`src/rtl/pic_pkg.sv`:
```
package pic_pkg;
  // Core clock and printed times
  localparam int unsigned CLK_MHZ      = 250;
  localparam int unsigned PD_LEAD_MS   = 10;
  localparam int unsigned BIAS_MS      = 10;
  localparam int unsigned PLL_LOCK_US  = 50;
  // Cycle counts, the first three derived from the times
  localparam int unsigned PD_LEAD_CYC  = PD_LEAD_MS * 1000 * CLK_MHZ;
  localparam int unsigned BIAS_CYC     = BIAS_MS * 1000 * CLK_MHZ;
  localparam int unsigned PLL_LOCK_CYC = PLL_LOCK_US * CLK_MHZ;
  localparam int unsigned AN_WAIT_CYC  = 64;
  localparam int unsigned MDC_HALF_CYC = 10;
  // Management register addresses
  localparam logic [4:0] REG_CTRL  = 5'h00;
  localparam logic [4:0] REG_NP_TX = 5'h07;
  localparam logic [4:0] REG_NP_RX = 5'h08;
  localparam logic [4:0] REG_EXT1  = 5'h17;
  localparam logic [4:0] REG_FIFO  = 5'h18;
  localparam logic [4:0] REG_AUX   = 5'h1C;
  // Control register bits
  localparam int CTL_SW_RST  = 15;
  localparam int CTL_SPD_LSB = 13;
  localparam int CTL_AN_EN   = 12;
  localparam int CTL_PDOWN   = 11;
  localparam int CTL_AN_RST  = 9;
  localparam int CTL_DUPLEX  = 8;
  localparam int CTL_SPD_MSB = 6;
  localparam logic [15:0] CTRL_RST_VAL = 16'h1140;
  // Extended control fields
  localparam int EXT_MODE_MSB = 15;
  localparam int EXT_MODE_LSB = 12;
  localparam int EXT_IO_MSB   = 11;
  localparam int EXT_IO_LSB   = 9;
  localparam int EXT_COMP     = 8;
  localparam logic [15:0] EXT1_RST_VAL = 16'h0000;
  localparam logic [3:0] MODE_GMII        = 4'h0;
  localparam logic [3:0] MODE_RGMII       = 4'h1;
  localparam logic [3:0] MODE_TBI         = 4'h2;
  localparam logic [3:0] MODE_REDUCED_TBI = 4'h3;
  // TX FIFO latency field and its handshake-off code
  localparam int FIFO_LAT_MSB = 9;
  localparam int FIFO_LAT_LSB = 7;
  localparam logic [2:0]  TBI_AN_OFF   = 3'h7;
  localparam logic [15:0] FIFO_RST_VAL = 16'h0000;
  // Clause-37 word: full duplex, no pause, no remote fault
  localparam logic [15:0] TBI_CFG_WORD = 16'h0020;
  // Auxiliary status field
  localparam int AUX_RES_MSB = 5;
  localparam int AUX_RES_LSB = 3;
  // Resolved speed codes
  localparam logic [1:0] SPD_10   = 2'h0;
  localparam logic [1:0] SPD_100  = 2'h1;
  localparam logic [1:0] SPD_1000 = 2'h2;
  // Board-side command port map
  localparam logic [3:0] H_STRAP    = 4'h0;
  localparam logic [3:0] H_POWER    = 4'h4;
  localparam logic [3:0] H_SMI      = 4'h8;
  localparam logic [3:0] H_SMI_DATA = 4'hC;
  localparam int SMI_RD_BIT   = 5;
  localparam int SMI_DATA_LSB = 16;

  typedef logic [1:0] pic_spd_type;

  // Board-to-PHY pins, one bundle
  typedef struct packed {
    logic        power_down_n_pin;
    logic        reset_n_pin;
    logic [2:0]  speed_force_pins;
    logic        duplex_force_pin;
    logic        autoneg_disable_pin;
    logic        mdc;
    logic        mgmt_wr;
    logic        mgmt_rd;
    logic [4:0]  mgmt_addr;
    logic [15:0] mgmt_wdata;
  } pic_pins_type;

  // Highest speed in a 10/100/1000 ability set
  function automatic pic_spd_type pic_best_speed(input logic [2:0] abil);
    if (abil[2]) begin
      return SPD_1000;
    end else if (abil[1]) begin
      return SPD_100;
    end
    return SPD_10;
  endfunction
endpackage

```
`src/rtl/pic_if.sv`:
```
`timescale 1ns/1ps
interface pic_if;
  pic_pkg::pic_pins_type pins;       // Board straps, reset, management
  logic [15:0]           mgmt_rdata; // PHY read data, held until next read

  modport phy_mp   (input pins, output mgmt_rdata);
  modport board_mp (output pins, input mgmt_rdata);
endinterface

```
`src/rtl/pic_phy_end.sv`:
```
// The address map and the plain strobed port were chosen for this implementation.
`timescale 1ns/1ps
// What this block does
// - Power-down released 10 ms before reset release
// - Analog bias settles within 10 ms
// - 50 us PLL lock, everything held default
// - Autoneg plus parallel detect, then link up
// - Force pins shape advertisement only when disabled-pin high
// - Strap pins watched live; change restarts negotiation
// - Board drives straps during reset, disable high; board end holds all straps low, disable included, until an H_STRAP write
// - Strapped values used; result shown in 28.5:3
// - Pins override management speed and duplex bits in manual mode (0.12 clear) when disable-pin high
// - Negotiates alone right after reset
// - Restart on resets, 0.9, 0.11 clear, link fail
// - Partner capable: best common; else parallel detect
// - Gigabit resolves master/slave and carries next pages
// - TBI modes send MAC default clause-37 word
// - Code 111 in 24.9:7 stops that word
// - Resets give 3.3V GMII; only reg 23 changes
// - 23.15:12 mode, 23.11:9 I/O, 23.8 compensation
// - GMII falls back to MII below gigabit
// - RGMII: MAC drives TXC, PHY drives RXC
// - Software keeps interface mode fixed in operation
// - Reset pin low resets without MDC
// - Software reset on MDC, clocks keep running
module pic_phy_end #(
  parameter int unsigned LEAD_CYC = pic_pkg::PD_LEAD_CYC,
  parameter int unsigned BIAS_CYC = pic_pkg::BIAS_CYC,
  parameter int unsigned PLL_CYC  = pic_pkg::PLL_LOCK_CYC,
  parameter int unsigned AN_CYC   = pic_pkg::AN_WAIT_CYC,
  parameter logic [9:0]  SEED     = 10'h2A5 // Arbitrary role seed
) (
  input  wire logic               core_clk_in,
  input  wire logic               nrst_in,
  pic_if.phy_mp                   lnk,
  input  wire logic               partner_an_in,
  input  wire logic [2:0]         partner_abil_in,
  input  wire logic               partner_full_in,
  input  wire logic [9:0]         partner_seed_in,
  input  wire logic [15:0]        partner_np_in,
  input  wire logic               link_ok_in,
  output logic      [3:0]         mac_mode_out,
  output logic      [2:0]         io_level_out,
  output logic                    rgmii_comp_out,
  output logic                    mii_fallback_out,
  output pic_pkg::pic_spd_type    speed_out,
  output logic                    full_duplex_out,
  output logic                    master_out,
  output logic                    link_up_out,
  output logic                    mac_clk_run_out,
  output logic                    tbi_cfg_send_out,
  output logic      [15:0]        tbi_cfg_word_out,
  output logic      [15:0]        np_tx_out
);
  import pic_pkg::*;

  typedef enum logic [2:0] {
    ST_HWRST, ST_STALL, ST_PLL, ST_PDOWN, ST_AN, ST_LINK_WAIT, ST_UP, ST_FAIL
  } pic_phy_st_type;

  // Whole module state
  typedef struct packed {
    pic_pins_type   s1;         // First sync stage, read only by s2
    pic_pins_type   s2;         // Second sync stage
    logic           mdc_prev;
    logic [4:0]     strap_prev;
    pic_phy_st_type st;
    logic [21:0]    cnt;
    logic [21:0]    lead_cnt;
    logic [21:0]    bias_cnt;
    logic [15:0]    ctl;
    logic [15:0]    np_tx;
    logic [15:0]    np_rx;
    logic [15:0]    ext1;
    logic [15:0]    fifo;
    logic [15:0]    rdata;
    pic_spd_type    spd;
    logic           full;
    logic           master;
    logic           link;
    logic           fallback;
    logic           tbi_send;
    logic           clk_run;
  } pic_phy_state_type;

  pic_phy_state_type r_ff;      // Registered state
  pic_phy_state_type nxt_r;     // Next state
  pic_pins_type      p;         // Synchronised pins
  logic [4:0]        strap;     // Live strap levels
  logic              mdc_rise;  // Management sample point
  logic              restart;   // Negotiation (re)start request
  logic              running;   // Past lock, power-down included
  logic [2:0]        adv_abil;  // Advertised speeds
  logic              adv_full;  // Advertised full duplex
  logic [2:0]        common;    // Speeds both sides share

  // Management-visible registers back to defaults
  function automatic pic_phy_state_type reg_dflt(input pic_phy_state_type s);
    s.ctl   = CTRL_RST_VAL;
    s.np_tx = 16'h0000;
    s.np_rx = 16'h0000;
    s.ext1  = EXT1_RST_VAL;
    s.fifo  = FIFO_RST_VAL;
    return s;
  endfunction

  // All outputs straight from state flops
  assign mac_mode_out     = r_ff.ext1[EXT_MODE_MSB:EXT_MODE_LSB];
  assign io_level_out     = r_ff.ext1[EXT_IO_MSB:EXT_IO_LSB];
  assign rgmii_comp_out   = r_ff.ext1[EXT_COMP];
  assign mii_fallback_out = r_ff.fallback;
  assign speed_out        = r_ff.spd;
  assign full_duplex_out  = r_ff.full;
  assign master_out       = r_ff.master;
  assign link_up_out      = r_ff.link;
  assign mac_clk_run_out  = r_ff.clk_run;
  assign tbi_cfg_send_out = r_ff.tbi_send;
  assign tbi_cfg_word_out = r_ff.tbi_send ? TBI_CFG_WORD : 16'h0000;
  assign np_tx_out        = r_ff.np_tx;
  assign lnk.mgmt_rdata   = r_ff.rdata;

  // Start-up sequence, negotiation and management
  always_comb begin
    nxt_r    = r_ff;
    p        = r_ff.s2;
    strap    = {p.speed_force_pins, p.duplex_force_pin, p.autoneg_disable_pin};
    mdc_rise = p.mdc & ~r_ff.mdc_prev;
    restart  = 1'b0;
    running  = 1'b0;
    // Pins shape advertisement only with the disable pin high
    adv_abil = p.autoneg_disable_pin ? p.speed_force_pins : 3'h7;
    adv_full = p.autoneg_disable_pin ? p.duplex_force_pin : 1'b1;
    common   = adv_abil & partner_abil_in;
    nxt_r.s1         = lnk.pins;
    nxt_r.s2         = r_ff.s1;
    nxt_r.mdc_prev   = p.mdc;
    nxt_r.strap_prev = strap;
    // Bias settles a fixed time after supplies come up
    if (r_ff.bias_cnt != 22'(BIAS_CYC - 1)) begin
      nxt_r.bias_cnt = r_ff.bias_cnt + 22'h1;
    end
    // Measure how long power-down has been released
    if (!p.power_down_n_pin) begin
      nxt_r.lead_cnt = 22'h0;
    end else if (r_ff.lead_cnt != 22'(LEAD_CYC - 1)) begin
      nxt_r.lead_cnt = r_ff.lead_cnt + 22'h1;
    end
    if (!p.reset_n_pin) begin
      // Level-driven, needs no MDC edge
      nxt_r         = reg_dflt(nxt_r);
      nxt_r.st      = ST_HWRST;
      nxt_r.cnt     = 22'h0;
      nxt_r.link    = 1'b0;
      nxt_r.spd     = SPD_1000;
      nxt_r.full    = 1'b1;
      nxt_r.master  = 1'b0;
      nxt_r.rdata   = 16'h0000;
    end else begin
      case (r_ff.st)
        ST_HWRST: begin
          // Reset released too early: power-up never completes
          if (r_ff.lead_cnt == 22'(LEAD_CYC - 1) &&
              r_ff.bias_cnt == 22'(BIAS_CYC - 1)) begin
            nxt_r.st  = ST_PLL;
            nxt_r.cnt = 22'h0;
          end else begin
            nxt_r.st = ST_STALL;
          end
        end
        ST_STALL: nxt_r.st = ST_STALL; // Left only by reset pin
        ST_PLL: begin
          // Registers stay default, management ignored
          nxt_r.cnt = r_ff.cnt + 22'h1;
          if (r_ff.cnt == 22'(PLL_CYC - 1)) begin
            restart = 1'b1;
          end
        end
        ST_PDOWN: begin
          if (p.power_down_n_pin && !r_ff.ctl[CTL_PDOWN]) begin
            restart = 1'b1;
          end
        end
        ST_AN: begin
          nxt_r.cnt = r_ff.cnt + 22'h1;
          if (r_ff.cnt == 22'(AN_CYC - 1)) begin
            if (partner_an_in) begin
              // Best common mode, role and next page
              nxt_r.spd    = pic_best_speed(common);
              nxt_r.full   = adv_full & partner_full_in;
              nxt_r.master = (SEED > partner_seed_in);
              nxt_r.np_rx  = partner_np_in;
              nxt_r.st     = (common == 3'h0) ? ST_FAIL : ST_LINK_WAIT;
            end else begin
              // Parallel detect cannot learn duplex: half
              nxt_r.spd  = pic_best_speed(partner_abil_in);
              nxt_r.full = 1'b0;
              nxt_r.st   = ST_LINK_WAIT;
            end
          end
        end
        ST_LINK_WAIT: begin
          if (link_ok_in) begin
            nxt_r.st   = ST_UP;
            nxt_r.link = 1'b1;
          end
        end
        ST_UP: begin
          if (!link_ok_in) begin
            nxt_r.st   = ST_FAIL;
            nxt_r.link = 1'b0;
          end
        end
        ST_FAIL:  restart = 1'b1;
        default:  nxt_r.st = ST_HWRST;
      endcase
      running = (r_ff.st != ST_HWRST) && (r_ff.st != ST_STALL) && (r_ff.st != ST_PLL);
      // Straps are never latched
      if (running && strap != r_ff.strap_prev) begin
        restart = 1'b1;
      end
      // Management access at each MDC rise once locked
      if (running && mdc_rise && p.mgmt_wr) begin
        case (p.mgmt_addr)
          REG_CTRL: begin
            if (p.mgmt_wdata[CTL_SW_RST]) begin
              nxt_r   = reg_dflt(nxt_r);
              restart = 1'b1;
            end else begin
              nxt_r.ctl             = p.mgmt_wdata;
              nxt_r.ctl[CTL_AN_RST] = 1'b0; // Self-clearing
              if (p.mgmt_wdata[CTL_AN_RST] ||
                  (r_ff.ctl[CTL_PDOWN] && !p.mgmt_wdata[CTL_PDOWN])) begin
                restart = 1'b1;
              end
            end
          end
          REG_NP_TX: nxt_r.np_tx = p.mgmt_wdata;
          REG_EXT1:  nxt_r.ext1  = p.mgmt_wdata;
          REG_FIFO:  nxt_r.fifo  = p.mgmt_wdata;
          default:   nxt_r.rdata = r_ff.rdata; // Unmapped writes dropped
        endcase
      end
      if (running && mdc_rise && p.mgmt_rd) begin
        case (p.mgmt_addr)
          REG_CTRL:  nxt_r.rdata = r_ff.ctl;
          REG_NP_TX: nxt_r.rdata = r_ff.np_tx;
          REG_NP_RX: nxt_r.rdata = r_ff.np_rx;
          REG_EXT1:  nxt_r.rdata = r_ff.ext1;
          REG_FIFO:  nxt_r.rdata = r_ff.fifo;
          REG_AUX:   nxt_r.rdata = {10'h0, r_ff.spd, r_ff.full, 3'h0};
          default:   nxt_r.rdata = 16'h0000;
        endcase
      end
      if (restart) begin
        nxt_r.cnt  = 22'h0;
        nxt_r.link = 1'b0;
        if (nxt_r.ctl[CTL_AN_EN]) begin
          nxt_r.st = ST_AN;
        end else begin
          // Manual mode: pins win when the disable pin is high
          nxt_r.st = ST_LINK_WAIT;
          if (p.autoneg_disable_pin) begin
            nxt_r.spd  = pic_best_speed(p.speed_force_pins);
            nxt_r.full = p.duplex_force_pin;
          end else begin
            nxt_r.spd  = {nxt_r.ctl[CTL_SPD_MSB], nxt_r.ctl[CTL_SPD_LSB]};
            nxt_r.full = nxt_r.ctl[CTL_DUPLEX];
          end
        end
      end
      // Power-down (pin or bit) outranks all but the reset pin; values kept
      if (running && (!p.power_down_n_pin || nxt_r.ctl[CTL_PDOWN])) begin
        nxt_r.st   = ST_PDOWN;
        nxt_r.link = 1'b0;
      end
    end
    // MII fallback below gigabit in GMII mode
    nxt_r.fallback = (nxt_r.ext1[EXT_MODE_MSB:EXT_MODE_LSB] == MODE_GMII) &&
                     (nxt_r.spd != SPD_1000);
    // Clause-37 word toward a TBI MAC unless turned off
    nxt_r.tbi_send = ((nxt_r.ext1[EXT_MODE_MSB:EXT_MODE_LSB] == MODE_TBI) ||
                      (nxt_r.ext1[EXT_MODE_MSB:EXT_MODE_LSB] == MODE_REDUCED_TBI)) &&
                     (nxt_r.fifo[FIFO_LAT_MSB:FIFO_LAT_LSB] != TBI_AN_OFF);
    // PHY sources the receive clock; a software reset keeps it going
    nxt_r.clk_run = (nxt_r.st != ST_HWRST) && (nxt_r.st != ST_STALL) &&
                    (nxt_r.st != ST_PLL) && (nxt_r.st != ST_PDOWN);
  end

  // Single state register
  always_ff @(posedge core_clk_in) begin
    if (!nrst_in) begin
      r_ff <= '{st: ST_HWRST, ctl: CTRL_RST_VAL, ext1: EXT1_RST_VAL, fifo: FIFO_RST_VAL,
                spd: SPD_1000, full: 1'b1, default: '0};
    end else begin
      r_ff <= nxt_r;
    end
  end
endmodule

```
`src/flat_wrapper.sv`:
```
// flat-port wrapper written by rule: the top's interface ports become plain ports
module pic_phy_end_flat import pic_pkg::*;
#(
  parameter int unsigned LEAD_CYC = pic_pkg::PD_LEAD_CYC,
  parameter int unsigned BIAS_CYC = pic_pkg::BIAS_CYC,
  parameter int unsigned PLL_CYC  = pic_pkg::PLL_LOCK_CYC,
  parameter int unsigned AN_CYC   = pic_pkg::AN_WAIT_CYC,
  parameter logic [9:0]  SEED     = 10'h2A5                       
)
  (core_clk_in, nrst_in, partner_an_in, partner_abil_in, partner_full_in, partner_seed_in, partner_np_in, link_ok_in, mac_mode_out, io_level_out, rgmii_comp_out, mii_fallback_out, speed_out, full_duplex_out, master_out, link_up_out, mac_clk_run_out, tbi_cfg_send_out, tbi_cfg_word_out, np_tx_out, lnk_pins, lnk_mgmt_rdata);
  pic_if lnk_i ();
  input  wire logic core_clk_in;
  input  wire logic nrst_in;
  input  wire logic partner_an_in;
  input  wire logic [2:0] partner_abil_in;
  input  wire logic partner_full_in;
  input  wire logic [9:0] partner_seed_in;
  input  wire logic [15:0] partner_np_in;
  input  wire logic link_ok_in;
  output logic      [3:0] mac_mode_out;
  output logic      [2:0] io_level_out;
  output logic rgmii_comp_out;
  output logic mii_fallback_out;
  output pic_pkg::pic_spd_type speed_out;
  output logic full_duplex_out;
  output logic master_out;
  output logic link_up_out;
  output logic mac_clk_run_out;
  output logic tbi_cfg_send_out;
  output logic      [15:0] tbi_cfg_word_out;
  output logic      [15:0] np_tx_out;
  input wire logic [$bits(lnk_i.pins)-1:0] lnk_pins;
  output wire logic [$bits(lnk_i.mgmt_rdata)-1:0] lnk_mgmt_rdata;
  assign lnk_i.pins = lnk_pins;
  assign lnk_mgmt_rdata = lnk_i.mgmt_rdata;
  pic_phy_end #(.LEAD_CYC(LEAD_CYC), .BIAS_CYC(BIAS_CYC), .PLL_CYC(PLL_CYC), .AN_CYC(AN_CYC), .SEED(SEED)) u_core (.core_clk_in(core_clk_in), .nrst_in(nrst_in), .lnk(lnk_i), .partner_an_in(partner_an_in), .partner_abil_in(partner_abil_in), .partner_full_in(partner_full_in), .partner_seed_in(partner_seed_in), .partner_np_in(partner_np_in), .link_ok_in(link_ok_in), .mac_mode_out(mac_mode_out), .io_level_out(io_level_out), .rgmii_comp_out(rgmii_comp_out), .mii_fallback_out(mii_fallback_out), .speed_out(speed_out), .full_duplex_out(full_duplex_out), .master_out(master_out), .link_up_out(link_up_out), .mac_clk_run_out(mac_clk_run_out), .tbi_cfg_send_out(tbi_cfg_send_out), .tbi_cfg_word_out(tbi_cfg_word_out), .np_tx_out(np_tx_out));
endmodule
```
`config.mk`:
```
export PLATFORM = sky130hd
export DESIGN_NAME = pic_phy_end_flat
export DESIGN_NICKNAME = d
export VERILOG_FILES = /design/src/rtl/pic_pkg.sv /design/src/rtl/pic_if.sv /design/src/rtl/pic_phy_end.sv /design/src/flat_wrapper.sv
export SDC_FILE = /design/constraint.sdc
export NUM_CORES = 1
export LEC_CHECK = 0
export BUFFER_PORTS_ARGS = -buffer_cell sky130_fd_sc_hd__buf_4
export CELL_PAD_IN_SITES_DETAIL_PLACEMENT = 1
export CELL_PAD_IN_SITES_GLOBAL_PLACEMENT = 1
export CORE_ASPECT_RATIO = 1.5
export CORE_MARGIN = 10
export CORE_UTILIZATION = 36
export DETAILED_ROUTE_END_ITERATION = 10
export HOLD_SLACK_MARGIN = 0.02
export PLACE_DENSITY_LB_ADDON = 0.1
export SYNTH_ARGS = -nofsm -noshare
export SYNTH_HDL_FRONTEND = slang
export SYNTH_SLANG_ARGS = --single-unit
```
`constraint.sdc`:
```
create_clock -name core_clk_in -period 5.8 [get_ports core_clk_in]
set_input_delay 0.29 -clock core_clk_in [delete_from_list [all_inputs] [get_ports core_clk_in]]
set_output_delay 0.29 -clock core_clk_in [all_outputs]
set_load 0.005 [all_outputs]
```
==> flow_metrics.py, run 1 <==
metrics = {
    "placement": {
        "post-dp-hpwl_um": 21600,
        "place.gp.congestion": 0.780,
        "place_area_um2": 10900,
        "io_buffers": 113,
        "dp.cells": 1497,
        "place_worst_setup_slack_ns": 2.38,
    },
    "sta": {
        "rsz0062_at_grt": "false",
        "layout_setup_ws_ns": 2.27,
        "tns_ns": 0,
        "worst_pin_slew_ns": 1.35,
        "fin_crit_sh_pct": 60.8,
        "relSlewSlack_pct": 10.3,
        "fin_skew_ns": 0.0125,
        "finalSetupViolCount": 0,
        "hold_viol": 0,
        "slew_viol_final": 0,
        "fmax_ghz": 0.284,
        "min_period_ns": 3.53,
    },
    "critical_path": {
        "crit_slowest_cell": "a21oi_1",
        "max_stage_delay_ns": 1.03,
        "cp.required_ns": 6.25,
        "worst_setup_path_end_kind": "flop",
        "worst_setup_path_start_kind": "flop",
        "path_class": "reg2reg",
        "crit_arrival_ns": 3.97,
        "worstPathCellList": "a21oi_1 > nor4bb_1 > nor2b_1 > buf_4 > a21oi_1 > a22oi_1 > nor2_1",
        "cp_max_fo": 17,
        "cpMostUsedCell": "a21oi_1",
    },
    "global_route": {
        "grt_pass1_wl_um": 49400,
        "overflow": 0,
        "grt_pass1_vias": 8782,
        "grt_max_degree": 97,
        "gr-usage-met1_pct": 20.2,
        "grt_use_met3_pct": 2.14,
        "globalRouteMet2Util_pct": 31.7,
        "antenna_found_initial": 0,
        "grt_busiest_layer": "met2",
        "track_usage_pct": 17.3,
    },
    "cts": {
        "clock_path_buffers": 3,
        "clock_latency_ns": 0.52,
        "post_cts_resized": 0,
        "post-cts-setup-buffer-count": 0,
        "cts_buffers": 24,
        "cts_max_level": 1,
        "clk_pin_slew_ns": 0.07,
        "ctsHoldBuffers": 48,
        "clockRootBuffer": "clkbuf_16",
        "clock-sinks": 239,
        "cts_tree": "done",
    },
    "yosys": {
        "ys_ff_latch": 239,
        "syn_avg_cell_area_um2": 8.95,
        "yosysTopAreaCell": "dfxtp_1",
        "synth_commonest_cells": "dfxtp_1, nor2_1, a22oi_1, and2_1, nand2_1",
        "yosysMostFrequentCell": "dfxtp_1",
        "synth_top_flop_cell": "dfxtp_1",
        "ys_seq_area_share_pct": 47.3,
        "yosys_warnings": 0,
        "synthDistinctLibCells": 64,
        "synth.cell_area_um2": 10100,
        "async_flop_share_pct": 0,
        "synth_area_leaders": "dfxtp_1, a22oi_1, and2_1, nor2_1, buf_4",
        "syn_inst": 1130,
        "synth-edff-count": 0,
        "synth_top_area_share_pct": 47.3,
    },
    "final_layout": {
        "fin_area_um2": 12200,
        "nFillCells": 3145,
        "fin_nets": 1293,
        "regArea_um2": 4780,
        "multi_input_area_um2": 4690,
        "drive_above_1_share_pct": 14.9,
        "fin_cells": 1588,
        "area_growth_pct": 21.0,
        "diodes": 0,
    },
    "detailed_routing": {
        "dr.pass1.iters": 5,
        "ant_nets": 0,
        "wl_per_cell_um": 19.5,
        "drtIter0Drc": 514,
        "via_count": 8371,
        "via_per_inst": 5.27,
        "wl_um": 31000,
        "drc": 0,
    },
    "die": {
        "rows": 75,
        "dieArea_um2": 35300,
        "io_pins": 129,
        "die_h_um": 225,
        "die_w_um": 157,
        "coreArea_um2": 27900,
        "floorplan.initialDensity_pct": 36.3,
    },
    "run_status": {
        "status": "finished, final reports clean",
    },
    "power_and_ir_drop": {
        "max-vdd-ir-drop_uv": 213,
        "p_leak_nw": 4.54,
        "p_per_area_nw_per_um2": 290,
    },
    "hold_path": {
        "hp-class": "in2reg",
    },
    "job": {
        "cap_viol_max_count": 0,
    },
}
-- logic make-up after synthesis --
kind of cell	after synthesis	share of synthesized area (%)
and+or+nand+nor	472	24.2
DFF	239	47.3
AOI/OAI and AO/OA	223	15.4
buffers and inverters	130	7.05
xor gates and xnor gates	39	3.38
muxes	23	2.30
adders and majority gates	3	0.371
other	1	0.0371
-- area by class of cell --
type / count / area share, %
sequential: 239 / 39.1
multi-input combinational: 775 / 38.3
timing repair buffer: 171 / 11.5
clock buffer: 29 / 5.48
tap: 346 / 3.54
clock inverter: 14 / 1.70
inverter: 14 / 0.429
-- worst max-delay path: cells and delay by family (launching register included) --
kind | cells | cell delay [ns]
buffers and inverters | 1 | 0.24
DFF | 1 | 0.63
AOI/OAI and AO/OA | 3 | 1.44
and+or+nand+nor | 3 | 1.13
-- path summary, 6_finish.rpt --
path | end | cells past startpoint | startpoint | slack, ns
max | u_core.lnk.mgmt_rdata[8]$_SDFFE_PN0P_ | 7 | u_core.r_ff[172]$_SDFF_PN0_ | 2.27
min | u_core.master_out$_SDFFE_PN0P_ | 4 | partner_seed_in[8] | 0.1
max reg2reg | u_core.lnk.mgmt_rdata[8]$_SDFFE_PN0P_ | 7 | u_core.r_ff[172]$_SDFF_PN0_ | 2.27
min reg2reg | u_core.p[16]$_SDFF_PN0_ | 1 | u_core.r_ff[226]$_SDFF_PN0_ | 0.43
-- per-stage QoR --
| step | hold WS [ns] | utilization, % | power, mW |
|---|---|---|---|
| 6_report | 0.0981 | 43.9 | 3.55 |
| 2_1_floorplan | 0.387 | - | 1.78 |
| 3_5_place_dp | 0.421 | 39.1 | 1.84 |
| 5_1_grt | 0.134 | 43.9 | 3.68 |
| 4_1_cts | 0.0963 | 43.9 | 3.60 |
| 3_3_place_gp | 0.416 | 39.1 | 1.84 |
-- flip-flops by register name, summed over array words and instances, names as in the netlist, 2 cells and up --
signal,cells
u_core.p,31
u_core.io_level_out,3
u_core.speed_out,2
u_core.mac_mode_out,4
u_core.np_tx_out,16
u_core.lnk.mgmt_rdata,16
u_core.r_ff,160
-- layer usage --
metal / up-vias / share of wire [%]
li1: 4120 / -
met2: 142 / 52
met1: 4065 / 42
met3: 44 / 3.2
met4: 0 / 2.5
met5: - / 0
-- cell usage in the layout (no fill, tap or decap), types with 8 or more instances in the layout --
| cell | Yosys | layout |
|---|---|---|
| mux2i_1 | 21 | 21 |
| and3_1 | 8 | 8 |
| xnor2_1 | 10 | 10 |
| nand2_1 | 81 | 80 |
| inv_1 | 14 | 14 |
| nand3b_1 | 10 | 10 |
| a22oi_1 | 90 | 90 |
| dlygate4sd3_1 | 0 | 48 |
| buf_4 | 57 | 123 |
| dfxtp_1 | 239 | 239 |
| a31oi_1 | 12 | 12 |
| o21ai_0 | 31 | 31 |
| or3_1 | 10 | 10 |
| a21oi_1 | 32 | 32 |
| nor4_1 | 11 | 10 |
| nor2_1 | 142 | 141 |
| xor2_1 | 29 | 29 |
| nor3_1 | 19 | 17 |
| conb_1 | 1 | 15 |
| and2_1 | 90 | 90 |
| nand3_1 | 36 | 36 |
| nand4_1 | 18 | 18 |
| clkbuf_16 | 0 | 25 |
| a311oi_1 | 15 | 15 |
-- where the power goes --
| part | switching (mW) | internal [mW] | leakage, nW |
|---|---|---|---|
| combinational | 0.0651 | 0.0746 | 2.17 |
| clock | 0.676 | 1.05 | 0.430 |
| sequential | 0.0225 | 1.66 | 1.94 |
| total | 0.763 | 2.79 | 4.54 |
Power figures use the tool's default switching activity.
==> run 2: changes to the inputs <==
- ABC_AREA: default -> 1
- clock period: 5.8 -> 3 ns (I/O delays scaled with it)
==> flow_metrics.py, run 2 <==
metrics = {
    "run_status": {
        "status": "finished, final reports clean",
    },
    "critical_path": {
        "max_stage_delay_ns": 0.49,
        "path_delay_family": "simple AND/OR/NAND/NOR gates",
        "cpMostUsedCell": "nand2_1",
        "worstPathCellList": "nor2_1 > nand3_4 > nor2_2 > nand2_1 > o22ai_2 > nand2_1 > nand2_1 > nand3_1 > a21oi_2",
        "path_buf_inv": 0,
        "path_class": "reg2reg",
        "crit_slowest_cell": "nor2_2",
        "worst_setup_path_start_kind": "flop",
        "cp.required_ns": 3.49,
        "worst_setup_path_end_kind": "flop",
        "crit_arrival_ns": 2.80,
        "cp_max_fo": 13,
    },
    "yosys": {
        "synth_top_area_share_pct": 43.5,
        "syn_avg_cell_area_um2": 7.10,
        "syn_inst": 1550,
        "yosysMostFrequentCell": "nand2_1",
        "yosys_warnings": 0,
        "synth.cell_area_um2": 11000,
        "synth-edff-count": 0,
        "async_flop_share_pct": 0,
        "ys_ff_latch": 239,
        "synth_area_leaders": "dfxtp_1, nand2_1, inv_1, a21oi_1, o21ai_0",
        "synth_top_flop_cell": "dfxtp_1",
        "yosysTopAreaCell": "dfxtp_1",
        "synthDistinctLibCells": 53,
        "synth_commonest_cells": "nand2_1, dfxtp_1, inv_1",
        "ys_seq_area_share_pct": 43.5,
    },
    "sta": {
        "worst_pin_slew_ns": 0.862,
        "min_period_ns": 2.31,
        "layout_setup_ws_ns": 0.693,
        "fin_crit_sh_pct": 76.9,
        "relSlewSlack_pct": 42.4,
        "rsz0062_at_grt": "false",
        "finalSetupViolCount": 0,
        "fin_skew_ns": 0.0134,
        "slew_viol_final": 0,
        "tns_ns": 0,
        "hold_ws_ns": 0.0389,
        "hold_viol": 0,
        "fmax_ghz": 0.433,
    },
    "final_layout": {
        "mostFrequentLayoutCells": "nand2_1, dfxtp_1, inv_1",
        "fin_nets": 1730,
        "top_register": "u_core.r_ff",
        "layout_commonest_cell": "nand2_1",
        "largest_register_ffs": 160,
        "drive_above_1_share_pct": 13.3,
        "area_growth_pct": 19.7,
    },
    "cts": {
        "clk_pin_slew_ns": 0.06,
        "cts_tree": "done",
        "clock_path_buffers": 3,
        "clock_latency_ns": 0.56,
        "post-cts-setup-buffer-count": 0,
        "clockRootBuffer": "clkbuf_16",
        "clock-sinks": 239,
        "cts_max_level": 1,
        "cts_buffers": 25,
    },
    "global_route": {
        "grt_max_degree": 72,
        "antenna_found_initial": 1,
        "grt_pass1_wl_um": 55800,
        "grt_pass1_vias": 10600,
        "track_usage_pct": 17.9,
        "overflow": 0,
    },
    "power_and_ir_drop": {
        "p_switching_mw": 1.57,
        "intPower_mw": 5.21,
        "pwr-share-seq_pct": 48.1,
        "switching_share_pct": 23.2,
        "clkPwrFrac_pct": 47.1,
        "p_per_area_nw_per_um2": 515,
        "p_leak_nw": 5.65,
        "max-vdd-ir-drop_uv": 407,
        "comb_power_share_pct": 4.8,
    },
    "die": {
        "io_pins": 129,
        "die_h_um": 234,
        "rows": 78,
        "dieArea_um2": 38100,
        "floorplan.initialDensity_pct": 36.4,
        "coreArea_um2": 30300,
        "die_w_um": 163,
    },
    "detailed_routing": {
        "drtIter0Drc": 303,
        "wl_um": 34500,
        "via_count": 10100,
        "drc": 0,
        "ant_nets": 0,
        "via_per_inst": 4.86,
        "dr.pass1.iters": 4,
        "wl_per_cell_um": 16.6,
    },
    "placement": {
        "place.gp.congestion": 0.838,
        "post-dp-hpwl_um": 25600,
        "place_worst_setup_slack_ns": 0.700,
        "io_buffers": 113,
    },
    "hold_path": {
        "hp-class": "in2reg",
    },
    "job": {
        "cap_viol_max_count": 0,
    },
}
==> run 2: changes by cell type after synthesis, sizes merged, moves of 16 or more <==
cell,delta
o21ai,+65
nand3,+50
xor2,-24
inv,+220
buf,+22
nor3,+16
a21oi,+82
nand2,+311
mux2i,-21
clkbuf,-35
and2,-90
a22oi,-88
==> run 2: area by class of cell <==
cell class / count / area (um^2)
diodes: 1 / 2.50
clock buffers: 34 / 709
clock inverters: 10 / 131
fillers: 3830 / 17100
inverters: 237 / 895
multi-input cells: 985 / 4720
flip-flops and latches: 239 / 4780
well taps: 400 / 500
repair buffers: 174 / 1430
==> run 2: power by group through the flow <==
stage | Combinational (mW) | Sequential (mW) | Clock, mW
2_1_floorplan | 0.174 | 3.31 | 0
3_3_place_gp | 0.272 | 3.33 | 0
3_5_place_dp | 0.275 | 3.33 | 0
4_1_cts | 0.327 | 3.26 | 3.30
5_1_grt | 0.368 | 3.26 | 3.40
6_report | 0.328 | 3.26 | 3.19
==> run 2: worst paths after layout <==
check	endpoint	cells past startpoint	slack, ns	startpoint
max	u_core.mii_fallback_out$_SDFF_PN0_	9	0.69	u_core.p[18]$_SDFF_PN0_
min	u_core.master_out$_SDFFE_PN0P_	3	0.04	partner_seed_in[8]
max reg2reg	u_core.mii_fallback_out$_SDFF_PN0_	9	0.69	u_core.p[18]$_SDFF_PN0_
min reg2reg	u_core.p[2]$_SDFF_PN0_	2	0.41	u_core.r_ff[212]$_SDFF_PN0_
==> run 2: cells by family (layout without fill, tap and decap cells) <==
| group | after synthesis | after routing | synth area share, % |
|---|---|---|---|
| compound gates | 270 | 270 | 14.3 |
| xor+xnor | 6 | 6 | 0.478 |
| fa+ha+maj | 3 | 3 | 0.341 |
| buf+inv | 340 | 455 | 14.2 |
| flops | 239 | 239 | 43.5 |
| other cells | 1 | 16 | 0.0341 |
| simple gates | 691 | 691 | 27.2 |
==> run 2: worst register-to-register path, stage by stage, from the launching register on <==
cell and delay (ns):
dfxtp_1 0.34, nor2_1 0.19, nand3_4 0.22, nor2_2 0.50
nand2_1 0.22, o22ai_2 0.24, nand2_1 0.19, nand2_1 0.11
nand3_1 0.11, a21oi_2 0.14
==> run 2: repair_timing <==
item,in CTS,in global routing
endpoints found under the hold margin,58,0
resized for setup,0,0
hold buffers,50,0
==> run 2: metal layers <==
metal / part of all wire, % / vias up / routed length [um] / global-route usage, %
met5: 0 / - / 0 / 0
met4: 2.4 / 0 / 840 / 5.59
met3: 3.9 / 40 / 1350 / 2.93
met2: 49 / 158 / 17000 / 31.2
met1: 44 / 4808 / 15300 / 22.1
li1: - / 5103 / - / -
==> run 2: per-stage QoR <==
stage	std cells	area, um^2	total power [mW]	util, %
final	2080	13200	6.78	43.5
after global routing	2080	13200	7.04	43.5
after CTS	2079	13200	6.89	43.5
after detailed placement	1985	11800	3.61	39.1
after global placement	1985	11800	3.60	39.1
after floorplan	1564	11100	3.49	-
